--- src/hw/lbm_params.svh ---
// lbm_params.svh: offsets, field positions, reset values and timing counts
// of the LED boost mode and protection controller.
// assumes a 10 MHz core clock; every clock-cycle count below is derived from it.
`ifndef LBM_PARAMS_SVH
`define LBM_PARAMS_SVH

`define LBM_CLK_KHZ 10000
// switching clock
`define LBM_OSC_KHZ 600
`define LBM_OSC_DIV (`LBM_CLK_KHZ / `LBM_OSC_KHZ)
// soft start
`define LBM_SS_STEPS 32
`define LBM_STEP_US 213
`define LBM_STEP_CYC ((`LBM_STEP_US * `LBM_CLK_KHZ + 999) / 1000)
`define LBM_HALF_MS 5
`define LBM_HALF_CYC (`LBM_HALF_MS * `LBM_CLK_KHZ)
// pin timing
`define LBM_OFF_US 2500
`define LBM_OFF_CYC ((`LBM_OFF_US * `LBM_CLK_KHZ + 999) / 1000)
`define LBM_DLY_US 100
`define LBM_DLY_CYC ((`LBM_DLY_US * `LBM_CLK_KHZ + 999) / 1000)
`define LBM_DET_US 260
`define LBM_DET_CYC ((`LBM_DET_US * `LBM_CLK_KHZ + 999) / 1000)
`define LBM_WIN_US 1000
`define LBM_WIN_CYC ((`LBM_WIN_US * `LBM_CLK_KHZ) / 1000)
// open LED filter, in switching cycles
`define LBM_OV_CYCLES 4'h8
// reference
`define LBM_REF_FULL_MV 8'hC8
`define LBM_PWM_WIN_LOG2 12
// register offsets
`define LBM_A_STATE 8'h00
`define LBM_A_IRQ_STAT 8'h04
`define LBM_A_IRQ_MASK 8'h08
`define LBM_A_WIRE_STEP 8'h0C
`define LBM_A_VREF 8'h10
// interrupt bit positions
`define LBM_IRQ_OPEN 0
`define LBM_IRQ_UVLO 1
`define LBM_IRQ_OTP 2
`define LBM_IRQ_WIRE 3
`define LBM_IRQ_OFF 4
`define LBM_IRQ_SSDONE 5
`define LBM_IRQ_W 6
// reset values
`define LBM_STEP_RST 5'h1F
`define LBM_MASK_RST 6'h00

`endif

--- src/hw/lbm_pkg.sv ---
// lbm_pkg: types of the LED boost mode and protection controller.
// assumes nothing beyond a SystemVerilog compiler.
package lbm_pkg;
  typedef enum logic [1:0] {
    ST_OFF,
    ST_ON,
    ST_FAULT,
    ST_LATCH
  } lbm_state_t;
endpackage : lbm_pkg

--- src/hw/lbm_ctrl.sv ---
// lbm_ctrl: enable, dimming mode choice, soft start, protection and
// reference generation for a boost white-LED driver, plus a register port.
// assumes analog status inputs are asynchronous and the loop itself is external.
//
// Local design decisions: the register addresses and strobed register access.
`timescale 1ns/1ns
`include "lbm_params.svh"

// How it works
// RULE1 - reference ramps from zero to target in 32 equal 213 us steps
// RULE2 - current limit halved for the first 5 ms of start-up
// RULE3 - switch high plus feedback low for 8 switching cycles shuts down
// RULE4 - open-LED shutdown stays latched until the control pin toggles
// RULE5 - mode chosen anew at each enable; PWM unless one-wire pattern seen
// RULE6 - pin rising edge enables and opens the detection window
// RULE7 - host waits 100 us after rising, then holds low over 260 us
// RULE8 - qualifying low must finish inside the 1 ms window, else PWM
// RULE9 - one-wire mode taken at once, before the window closes
// RULE10 - mode stays fixed until shutdown and fresh start-up
// RULE11 - pin low over 2.5 ms shuts down; switch idle in shutdown
// RULE12 - undervoltage holds shutdown with switch off, restarts on release
// RULE13 - over-temperature shuts down, restarts by itself when it clears
// RULE14 - PWM mode reference is duty times 200 mV, full when pin high
// RULE15 - fixed 600 kHz switching (code divides 10 MHz by 16, giving 625 kHz); comparator ends each on-time
// RULE16 - one-wire step defaults to full scale, back to it on reset
// RULE17 - host keeps PWM dimming between 5 kHz and 100 kHz
// RULE18 - control pin synchronised, all durations counted on the clock
// RULE19 - normal current limit restored after the halved period
module lbm_ctrl #(
  parameter int T_OFF_CYC = `LBM_OFF_CYC,
  parameter int T_WIN_CYC = `LBM_WIN_CYC,
  parameter int T_HALF_CYC = `LBM_HALF_CYC,
  parameter int STEP_CYC = `LBM_STEP_CYC,
  parameter int AW = 8
) (
  input wire logic MCLK_I,
  input wire logic RESETN_I,
  input wire logic CTRL_PIN_I,
  input wire logic SWITCH_NODE_OV_I,
  input wire logic FEEDBACK_NODE_LOW_I,
  input wire logic UVLO_I,
  input wire logic OTP_I,
  input wire logic PWM_CMP_I,
  input wire logic [AW-1:0] ADDR_I,
  input wire logic [31:0] WDATA_I,
  input wire logic WR_I,
  input wire logic RD_I,
  output logic [31:0] RDATA_O,
  output logic IRQ_O,
  output logic SW_GATE_O,
  output logic ILIM_HALF_O,
  output logic [7:0] VREF_MV_O,
  output logic ONE_WIRE_DIMMING_O,
  output logic ENABLED_O
);
  localparam logic [7:0] STEP_MV [32] = '{
    8'h00, 8'h05, 8'h08, 8'h0B, 8'h0E, 8'h11, 8'h14, 8'h17,
    8'h1A, 8'h1D, 8'h20, 8'h23, 8'h26, 8'h2C, 8'h32, 8'h38,
    8'h3E, 8'h44, 8'h4A, 8'h50, 8'h56, 8'h5C, 8'h62, 8'h68,
    8'h74, 8'h80, 8'h8C, 8'h98, 8'hA4, 8'hB0, 8'hBC, 8'hC8};
  localparam int PW = `LBM_PWM_WIN_LOG2;

  // pin synchronisation
  logic [5:0] pins_s;
  logic ctrl_s, ov_s, fbl_s, uvlo_s, otp_s, cmp_s;
  logic ctrl_d_r;
  logic rise, fall, fault;

  lbm_sync #(.WIDTH(6)) u_sync (
    .clk_i(MCLK_I),
    .rst_n_i(RESETN_I),
    .d_i({PWM_CMP_I, OTP_I, UVLO_I, FEEDBACK_NODE_LOW_I, SWITCH_NODE_OV_I, CTRL_PIN_I}), // RULE18
    .q_o(pins_s)
  );
  assign {cmp_s, otp_s, uvlo_s, fbl_s, ov_s, ctrl_s} = pins_s;
  // reset value 0 lets a pin already high at power-up count as a rising edge
  assign rise = ctrl_s && !ctrl_d_r; // RULE6
  assign fall = !ctrl_s && ctrl_d_r;
  assign fault = uvlo_s || otp_s;

  // time bases
  logic osc_tick, ss_tick, ss_clr;

  lbm_tick #(.DIV(`LBM_OSC_DIV)) u_osc_tick (
    .clk_i(MCLK_I),
    .rst_n_i(RESETN_I),
    .clr_i(1'b0),
    .tick_o(osc_tick) // RULE15
  );
  lbm_tick #(.DIV(STEP_CYC)) u_ss_tick (
    .clk_i(MCLK_I),
    .rst_n_i(RESETN_I),
    .clr_i(ss_clr),
    .tick_o(ss_tick) // RULE1
  );

  // sequencer state
  lbm_pkg::lbm_state_t state_r, state_nxt;
  logic [19:0] lo_r, lo_nxt;
  logic [19:0] win_r, win_nxt;
  logic [19:0] half_r, half_nxt;
  logic [5:0] ss_r, ss_nxt;
  logic [3:0] ov_r, ov_nxt;
  logic det_r, det_nxt;
  logic qual_r, qual_nxt;
  logic wire_r, wire_nxt;
  logic [`LBM_IRQ_W-1:0] ev;

  always_comb begin
    state_nxt = state_r;
    lo_nxt = ctrl_s ? 20'h0_0000 : ((lo_r == 20'hF_FFFF) ? lo_r : lo_r + 20'h0_0001); // RULE18
    win_nxt = det_r ? win_r + 20'h0_0001 : win_r;
    half_nxt = half_r;
    ss_nxt = ss_r;
    ov_nxt = ov_r;
    det_nxt = det_r;
    qual_nxt = qual_r;
    wire_nxt = wire_r;
    ss_clr = 1'b0;
    ev = '0;
    case (state_r)
      lbm_pkg::ST_OFF, lbm_pkg::ST_LATCH: begin
        // a fresh enable re-arms everything, including the mode
        if (rise && fault) begin
          // an enable seen during a fault waits for the fault to clear
          state_nxt = lbm_pkg::ST_FAULT; // RULE12 RULE13
        end else if (rise) begin // RULE4
          state_nxt = lbm_pkg::ST_ON;
          win_nxt = 20'h0_0000;
          det_nxt = 1'b1; // RULE6
          qual_nxt = 1'b0;
          wire_nxt = 1'b0; // RULE5
          ss_nxt = 6'h00;
          half_nxt = 20'h0_0000;
          ov_nxt = 4'h0;
          ss_clr = 1'b1;
        end
      end
      lbm_pkg::ST_ON: begin
        if (fault) begin
          state_nxt = lbm_pkg::ST_FAULT; // RULE12 RULE13
          ev[`LBM_IRQ_UVLO] = uvlo_s;
          ev[`LBM_IRQ_OTP] = otp_s;
        end else if (lo_r > 20'(T_OFF_CYC)) begin
          state_nxt = lbm_pkg::ST_OFF; // RULE11
          ev[`LBM_IRQ_OFF] = 1'b1;
        end else if (ov_r == `LBM_OV_CYCLES) begin
          state_nxt = lbm_pkg::ST_LATCH; // RULE3
          ev[`LBM_IRQ_OPEN] = 1'b1;
        end else begin
          if (det_r) begin
            if (win_r >= 20'(T_WIN_CYC)) begin
              det_nxt = 1'b0; // RULE8
            end else if (qual_r && !ctrl_s && lo_r > 20'(`LBM_DET_CYC)) begin
              wire_nxt = 1'b1; // RULE9
              det_nxt = 1'b0;
              ev[`LBM_IRQ_WIRE] = 1'b1;
            end else if (fall) begin
              // a low that starts before the delay never qualifies
              qual_nxt = (win_r >= 20'(`LBM_DLY_CYC)); // RULE7
            end
          end
          if (ss_tick && ss_r != 6'(`LBM_SS_STEPS)) begin
            ss_nxt = ss_r + 6'h01; // RULE1
            ev[`LBM_IRQ_SSDONE] = (ss_r == 6'(`LBM_SS_STEPS - 1));
          end
          if (half_r != 20'(T_HALF_CYC)) begin
            half_nxt = half_r + 20'h0_0001; // RULE2 RULE19
          end
          if (osc_tick) begin
            ov_nxt = (ov_s && fbl_s) ? ov_r + 4'h1 : 4'h0; // RULE3
          end
        end
      end
      lbm_pkg::ST_FAULT: begin
        if (!fault) begin
          if (ctrl_s) begin
            // automatic restart: soft start and mode choice run again
            state_nxt = lbm_pkg::ST_ON; // RULE12 RULE13
            win_nxt = 20'h0_0000;
            det_nxt = 1'b1;
            qual_nxt = 1'b0;
            wire_nxt = 1'b0;
            ss_nxt = 6'h00;
            half_nxt = 20'h0_0000;
            ov_nxt = 4'h0;
            ss_clr = 1'b1;
          end else begin
            state_nxt = lbm_pkg::ST_OFF;
          end
        end
      end
      default: state_nxt = lbm_pkg::ST_OFF;
    endcase
  end

  always_ff @(posedge MCLK_I) begin
    if (!RESETN_I) begin
      state_r <= lbm_pkg::ST_OFF;
      ctrl_d_r <= 1'b0;
      lo_r <= 20'h0_0000;
      win_r <= 20'h0_0000;
      half_r <= 20'h0_0000;
      ss_r <= 6'h00;
      ov_r <= 4'h0;
      det_r <= 1'b0;
      qual_r <= 1'b0;
      wire_r <= 1'b0;
    end else begin
      state_r <= state_nxt;
      ctrl_d_r <= ctrl_s;
      lo_r <= lo_nxt;
      win_r <= win_nxt;
      half_r <= half_nxt;
      ss_r <= ss_nxt;
      ov_r <= ov_nxt;
      det_r <= det_nxt;
      qual_r <= qual_nxt;
      wire_r <= wire_nxt; // RULE10
    end
  end

  // PWM duty measurement over a fixed window instead of a divider
  logic [PW-1:0] pm_cnt_r, pm_cnt_nxt;
  logic [PW:0] hi_acc_r, hi_acc_nxt;
  logic [7:0] pwm_ref_r, pwm_ref_nxt;
  logic [PW:0] hi_sum;
  logic [PW+8:0] pwm_prod;

  always_comb begin
    hi_sum = hi_acc_r + (PW + 1)'(ctrl_s);
    pwm_prod = hi_sum * `LBM_REF_FULL_MV;
    pm_cnt_nxt = pm_cnt_r + PW'(1);
    hi_acc_nxt = hi_sum;
    pwm_ref_nxt = pwm_ref_r;
    if (pm_cnt_r == {PW{1'b1}}) begin
      // steady high gives exactly full scale
      pwm_ref_nxt = pwm_prod[PW+7:PW]; // RULE14
      hi_acc_nxt = '0;
    end
  end

  always_ff @(posedge MCLK_I) begin
    if (!RESETN_I) begin
      pm_cnt_r <= '0;
      hi_acc_r <= '0;
      pwm_ref_r <= `LBM_REF_FULL_MV;
    end else begin
      pm_cnt_r <= pm_cnt_nxt;
      hi_acc_r <= hi_acc_nxt;
      pwm_ref_r <= pwm_ref_nxt;
    end
  end

  // reference, gate and current limit outputs
  logic [4:0] step_r, step_nxt;
  logic [7:0] target;
  logic [13:0] ramp_prod;
  logic [7:0] vref_r, vref_nxt;
  logic gate_r, gate_nxt;
  logic half_lim_r, half_lim_nxt;
  logic run;

  assign run = (state_r == lbm_pkg::ST_ON);

  always_comb begin
    target = wire_r ? STEP_MV[step_r] : pwm_ref_r; // RULE14
    ramp_prod = target * ss_r;
    vref_nxt = run ? ramp_prod[12:5] : 8'h00; // RULE1
    half_lim_nxt = run && (half_r != 20'(T_HALF_CYC)); // RULE2 RULE19
    if (!run) begin
      gate_nxt = 1'b0; // RULE11 RULE12
    end else if (osc_tick) begin
      gate_nxt = 1'b1; // RULE15
    end else if (cmp_s) begin
      gate_nxt = 1'b0; // RULE15
    end else begin
      gate_nxt = gate_r;
    end
  end

  always_ff @(posedge MCLK_I) begin
    if (!RESETN_I) begin
      vref_r <= 8'h00;
      gate_r <= 1'b0;
      half_lim_r <= 1'b0;
    end else begin
      vref_r <= vref_nxt;
      gate_r <= gate_nxt;
      half_lim_r <= half_lim_nxt;
    end
  end

  // register port
  logic [`LBM_IRQ_W-1:0] stat_r, stat_nxt;
  logic [`LBM_IRQ_W-1:0] mask_r, mask_nxt;
  logic [31:0] rdata_r, rdata_nxt;
  logic rd_stat;

  assign rd_stat = RD_I && (ADDR_I == AW'(`LBM_A_IRQ_STAT));

  always_comb begin
    // an event in the clearing read's cycle survives into the new status
    stat_nxt = (rd_stat ? '0 : stat_r) | ev;
    mask_nxt = mask_r;
    step_nxt = step_r;
    if (WR_I && ADDR_I == AW'(`LBM_A_IRQ_MASK)) begin
      mask_nxt = WDATA_I[`LBM_IRQ_W-1:0];
    end
    // the one-wire decoder lives elsewhere; software loads the step here
    if (WR_I && ADDR_I == AW'(`LBM_A_WIRE_STEP)) begin
      step_nxt = WDATA_I[4:0];
    end
    rdata_nxt = 32'h0000_0000;
    if (RD_I) begin
      case (ADDR_I)
        AW'(`LBM_A_STATE): rdata_nxt = {26'h000_0000, half_lim_r, wire_r, det_r, gate_r, state_r};
        AW'(`LBM_A_IRQ_STAT): rdata_nxt = {26'h000_0000, stat_r};
        AW'(`LBM_A_IRQ_MASK): rdata_nxt = {26'h000_0000, mask_r};
        AW'(`LBM_A_WIRE_STEP): rdata_nxt = {27'h000_0000, step_r};
        AW'(`LBM_A_VREF): rdata_nxt = {24'h00_0000, vref_r};
        default: rdata_nxt = 32'h0000_0000;
      endcase
    end
  end

  always_ff @(posedge MCLK_I) begin
    if (!RESETN_I) begin
      stat_r <= '0;
      mask_r <= `LBM_MASK_RST;
      step_r <= `LBM_STEP_RST; // RULE16
      rdata_r <= 32'h0000_0000;
    end else begin
      stat_r <= stat_nxt;
      mask_r <= mask_nxt;
      step_r <= step_nxt;
      rdata_r <= rdata_nxt;
    end
  end

  assign RDATA_O = rdata_r;
  assign IRQ_O = |(stat_r & mask_r);
  assign SW_GATE_O = gate_r;
  assign ILIM_HALF_O = half_lim_r;
  assign VREF_MV_O = vref_r;
  assign ONE_WIRE_DIMMING_O = wire_r;
  assign ENABLED_O = run;
endmodule : lbm_ctrl

--- src/hw/lbm_sync.sv ---
// lbm_sync: two flip-flop synchroniser for a group of pin inputs.
// assumes each bit is an independent level; no bus coherence is implied.
`timescale 1ns/1ns
module lbm_sync #(
  parameter int WIDTH = 1
) (
  input wire logic clk_i,
  input wire logic rst_n_i,
  input wire logic [WIDTH-1:0] d_i,
  output logic [WIDTH-1:0] q_o
);
  logic [WIDTH-1:0] meta_r;
  logic [WIDTH-1:0] q_r;

  always_ff @(posedge clk_i) begin
    if (!rst_n_i) begin
      meta_r <= '0;
      q_r <= '0;
    end else begin
      meta_r <= d_i;
      q_r <= meta_r;
    end
  end

  assign q_o = q_r;
endmodule : lbm_sync

--- src/hw/lbm_tick.sv ---
// lbm_tick: divider giving a one-cycle enable pulse every DIV clocks.
// assumes clr_i restarts the period so the first pulse lands DIV clocks later.
`timescale 1ns/1ns
module lbm_tick #(
  parameter int DIV = 16
) (
  input wire logic clk_i,
  input wire logic rst_n_i,
  input wire logic clr_i,
  output logic tick_o
);
  localparam int CW = $clog2(DIV + 1);
  logic [CW-1:0] cnt_r;
  logic [CW-1:0] cnt_nxt;

  assign tick_o = (cnt_r == CW'(DIV - 1));

  always_comb begin
    if (clr_i || tick_o) begin
      cnt_nxt = '0;
    end else begin
      cnt_nxt = cnt_r + CW'(1);
    end
  end

  always_ff @(posedge clk_i) begin
    if (!rst_n_i) begin
      cnt_r <= '0;
    end else begin
      cnt_r <= cnt_nxt;
    end
  end
endmodule : lbm_tick
--- config.mk ---
export PLATFORM = sky130hd
export DESIGN_NAME = lbm_ctrl
export DESIGN_NICKNAME = d
export VERILOG_FILES = /design/src/hw/lbm_pkg.sv /design/src/hw/lbm_ctrl.sv /design/src/hw/lbm_sync.sv /design/src/hw/lbm_tick.sv
export VERILOG_INCLUDE_DIRS = /design/src /design/src/hw
export SDC_FILE = /design/constraint.sdc
export NUM_CORES = 1
export LEC_CHECK = 0
export ABC_CLOCK_PERIOD_IN_PS = 10900
export BUFFER_PORTS_ARGS = -buffer_cell sky130_fd_sc_hd__buf_2
export CORE_MARGIN = 4
export CORE_UTILIZATION = 30
export DETAILED_ROUTE_END_ITERATION = 16
export PLACE_DENSITY = 0.47
export SLEW_MARGIN = 20
export SYNTH_ARGS = -nofsm -noshare
export SYNTH_HDL_FRONTEND = slang
export SYNTH_SLANG_ARGS = --single-unit
--- constraint.sdc ---
create_clock -name MCLK_I -period 10.9 [get_ports MCLK_I]
set_input_delay 2.18 -clock MCLK_I [delete_from_list [all_inputs] [get_ports MCLK_I]]
set_output_delay 2.18 -clock MCLK_I [all_outputs]
set_load 0.05 [all_outputs]
==> impl_metrics.csv <==
group,metric,value,unit
setup_path,start_kind,"flip-flop",
clock_network,cts_buffer_depth,2,
outcome,outcome,"finished clean",
synthesis,synth_area_per_cell,8.514,µm²
setup_path,reg2regPathDepth,20,
setup_path,r2r-start,"step_r[2]$_SDFFE_PN1P_",
die,ioPinCount,95,
sta,hold_viol_final,0,
sta,grt_setup_unrepaired,"no",
finish,n_antenna_cell,0,
clock_network,cts_sinks,173,
detailed_routing,drc,0,
synthesis,yosysSeqAreaShare,31.41,%
synthesis,yosys.cell_count.top_type,"dfxtp_1",
synthesis,netlist.area_leader.share,31.41,%
setup_path,arrival,6.11,ns
die,die-area,39880,µm²
sta,final_max_slew_viol_count,0,
detailed_routing,wl_met2,11.47,mm
synthesis,synth_top_area_cell,"dfxtp_1",
global_routing,grt_pass1_wl,43.97,mm
worst_hold_path,hold_path.class,"reg2reg",
detailed_routing,via_per_inst,4.867,
sta,layout_min_cycle_time,5.735,ns
synthesis,yosys_warnings,0,
synthesis,synthTopCellsByCount,"dfxtp_1, nor2_1, nand2_1, inv_1, ha_1",
synthesis,synth_area_leaders,"dfxtp_1, ha_1, fa_1",
setup_path,r2r_setup_slack,5.17,ns
sta,slew-limit-headroom,33.43,%
detailed_routing,top_layer_used,"met4",
clock_network,cts_resized,0,
detailed_routing,wl_per_cell,14.61,µm
die,die_x,199.7,µm
sta,clock_skew,0.01136,ns
finish,drive_gt1_share,7.762,%
setup_path,crit_slowest_cell,"dfxtp_1",
sta,tns,0,ns
detailed_routing,vias,8703,
detailed_routing,drtIter0Drc,457,
setup_path,cpPeakStageDelay,0.65,ns
setup_path,crit_start,"step_r[2]$_SDFFE_PN1P_",
placement,hpwl,19.54,mm
placement,pre_cts_ws,5.210,ns
clock_network,clock_latency,0.43,ns
global_routing,grt_pass1_vias,8471,
placement,dp.cells,1756,
sta,worst_pin_slew,0.9985,ns
synthesis,ys.flop_type,"dfxtp_1",
synthesis,synth.distinct_cells,81,
finish,nets,1479,
synthesis,syn_inst,1295,
power_and_ir_drop,leakagePower,5.301,nW
synthesis,synth_edf_count,0,
placement,portBuffers,44,
detailed_routing,dr_wl_met3,866,µm
placement,placed_area,11580,µm²
clock_network,cts_inserted_buffers,17,
die,coreArea,35910,µm²
setup_path,crit_required,11.28,ns
synthesis,synth-seq-cells,173,
clock_network,cts_setup_buffers,0,
sta,max_freq,174.4,MHz
detailed_routing,drt-met1-wl,13.42,mm
clock_network,clk_pin_slew,0.07,ns
setup_path,cp_num_buf_inv,3,
die,row_count,69,
synthesis,synthArstFlopShare,0,%
synthesis,syn_area,11030,µm²
global_routing,globalRoute.totalOverflow,0,
setup_path,setup.worst_path.end_class,"flip-flop",
power_and_ir_drop,p_per_area,131.7,nW/µm²
detailed_routing,postRouteAntennaNets,0,
setup_path,path_class,"reg2reg",
finish,area_delta_synth_final,10.95,%
sta,finalWorstSetupSlack,5.165,ns
clock_network,cts_tree,"done",
finish,design_area,12230,µm²
detailed_routing,wl,26.12,mm
placement,gp_congestion,0.7921,
setup_path,cp_cell_sequence,"inv_1 > ha_1 > nand2b_1 > o31a_1 > nor2_1 > a21oi_1 > a21oi_1 > and2_1 > fa_1 > fa_1 > inv_1 > fa_1 > inv_1 > ha_1 > a21o_1 > and2_1 > or4_1 > o21a_1 > o311a_1 > nand2_1",
detailed_routing,drtPass1Iterations,7,
die,start_util,30.70,%
job,max_cap_violations,0,
finish,fin_cells,1788,
setup_path,timing.rr.end,"VREF_MV_O[7]$_SDFF_PN0_",
clock_network,clockRootBuffer,"clkbuf_16",
setup_path,crit_cells,20,
sta,fin_crit_sh,52.61,%
global_routing,grtUsageTotal,13.61,%
die,die_y,199.7,µm
setup_path,crit_fanout,14,
setup_path,endpoint,"VREF_MV_O[7]$_SDFF_PN0_",
power_and_ir_drop,ir_worst_vdd,0.1104,mV
global_routing,grt_max_degree,67,
clock_network,ctsHoldBuffers,0,
global_routing,antenna_found_initial,0,
setup_path,critPathTopFamily,"adder cells",
sta,final-setup-viol-count,0,
clock_network,htreeDepth,4,
cells in the final DEF (no fill, tap or decap), types with 6 or more instances in the layout:
master / n
dfxtp_1: 173
nor2_1: 111
nand2_1: 105
inv_1: 98
ha_1: 85
nand3_1: 59
and2_1: 56
a21oi_1: 46
buf_2: 44
xor2_1: 37
xnor2_1: 36
o21ai_0: 31
fa_1: 30
mux2i_1: 29
and3_1: 28
nor2b_1: 25
conb_1: 24
nand2b_1: 23
nor3_1: 21
nand4_1: 20
nor4_1: 18
clkbuf_16: 17
or3_1: 13
or4_1: 13
o31ai_1: 11
o21a_1: 10
a21o_1: 10
o211ai_1: 9
a21boi_0: 9
a22o_1: 7
mux2_2: 6
cell type report:
type	instances	area, µm²
Timing Repair Buffer	48	250.2
Multi-Input combinational cell	976	6920
Sequential cell	173	3463
Clock inverter	13	211.5
Inverter	98	367.9
Tap cell	461	576.8
Fill cell	3789	23680
Clock buffer	19	442.9
worst min-delay path by stage:
stage                                     start                  endpoint  slack [ns]  depth (start not counted)
floorplan           u_sync.meta_r[0]$_SDFF_PN0_  u_sync.q_o[0]$_SDFF_PN0_        0.41                          1
global placement    u_sync.meta_r[1]$_SDFF_PN0_  u_sync.q_o[1]$_SDFF_PN0_        0.42                          1
detailed placement  u_sync.meta_r[2]$_SDFF_PN0_  u_sync.q_o[2]$_SDFF_PN0_        0.42                          1
CTS                 u_sync.meta_r[2]$_SDFF_PN0_  u_sync.q_o[2]$_SDFF_PN0_        0.44                          1
global route        u_sync.meta_r[4]$_SDFF_PN0_  u_sync.q_o[4]$_SDFF_PN0_        0.44                          1
finish              u_sync.meta_r[4]$_SDFF_PN0_  u_sync.q_o[4]$_SDFF_PN0_        0.43                          1
power by group:
group | internal (mW) | switching (mW)
Sequential | 0.647 | 0.0209
Clock | 0.415 | 0.268
Combinational | 0.0712 | 0.189
Total | 1.13 | 0.477
registers in the layout, indices dropped and copies added (netlist names), 8 cells and up:
name	cells
VREF_MV_O	8
hi_acc_r	13
pwm_ref_r	8
RDATA_O	8
win_r	20
pm_cnt_r	12
half_r	20
lo_r	20
u_ss_tick.cnt_r	12
stage by stage:
| step | hold WS (ns) | power, mW | util [%] |
|---|---|---|---|
| global route | 0.4437 | 1.696 | 34.06 |
| global placement | 0.4178 | 0.9413 | 32.24 |
| CTS | 0.4355 | 1.637 | 34.06 |
| floorplan | 0.4119 | 0.8806 | - |
| detailed placement | 0.4184 | 0.9446 | 32.24 |
| finish | 0.4346 | 1.611 | 34.06 |
metal layers:
layer / GRT usage [%] / up-vias
li1: - / 4495
met1: 19.47 / 4071
met2: 21.15 / 116
met5: 0 / -
met3: 2.563 / 21
met4: 3.572 / 0
cell families after synthesis:
logic type               after synthesis  synth area share, %
multiplexers                          35                3.246
AO/OA/AOI/OAI                        200                12.62
adder cells (fa/ha/maj)              115                15.09
other                                  1              0.03401
flip-flops                           173                31.41
buffers and inverters                169                6.650
XOR/XNOR                              73                5.799
AND/OR/NAND/NOR                      529                25.15
Power figures use the tool's default switching activity.
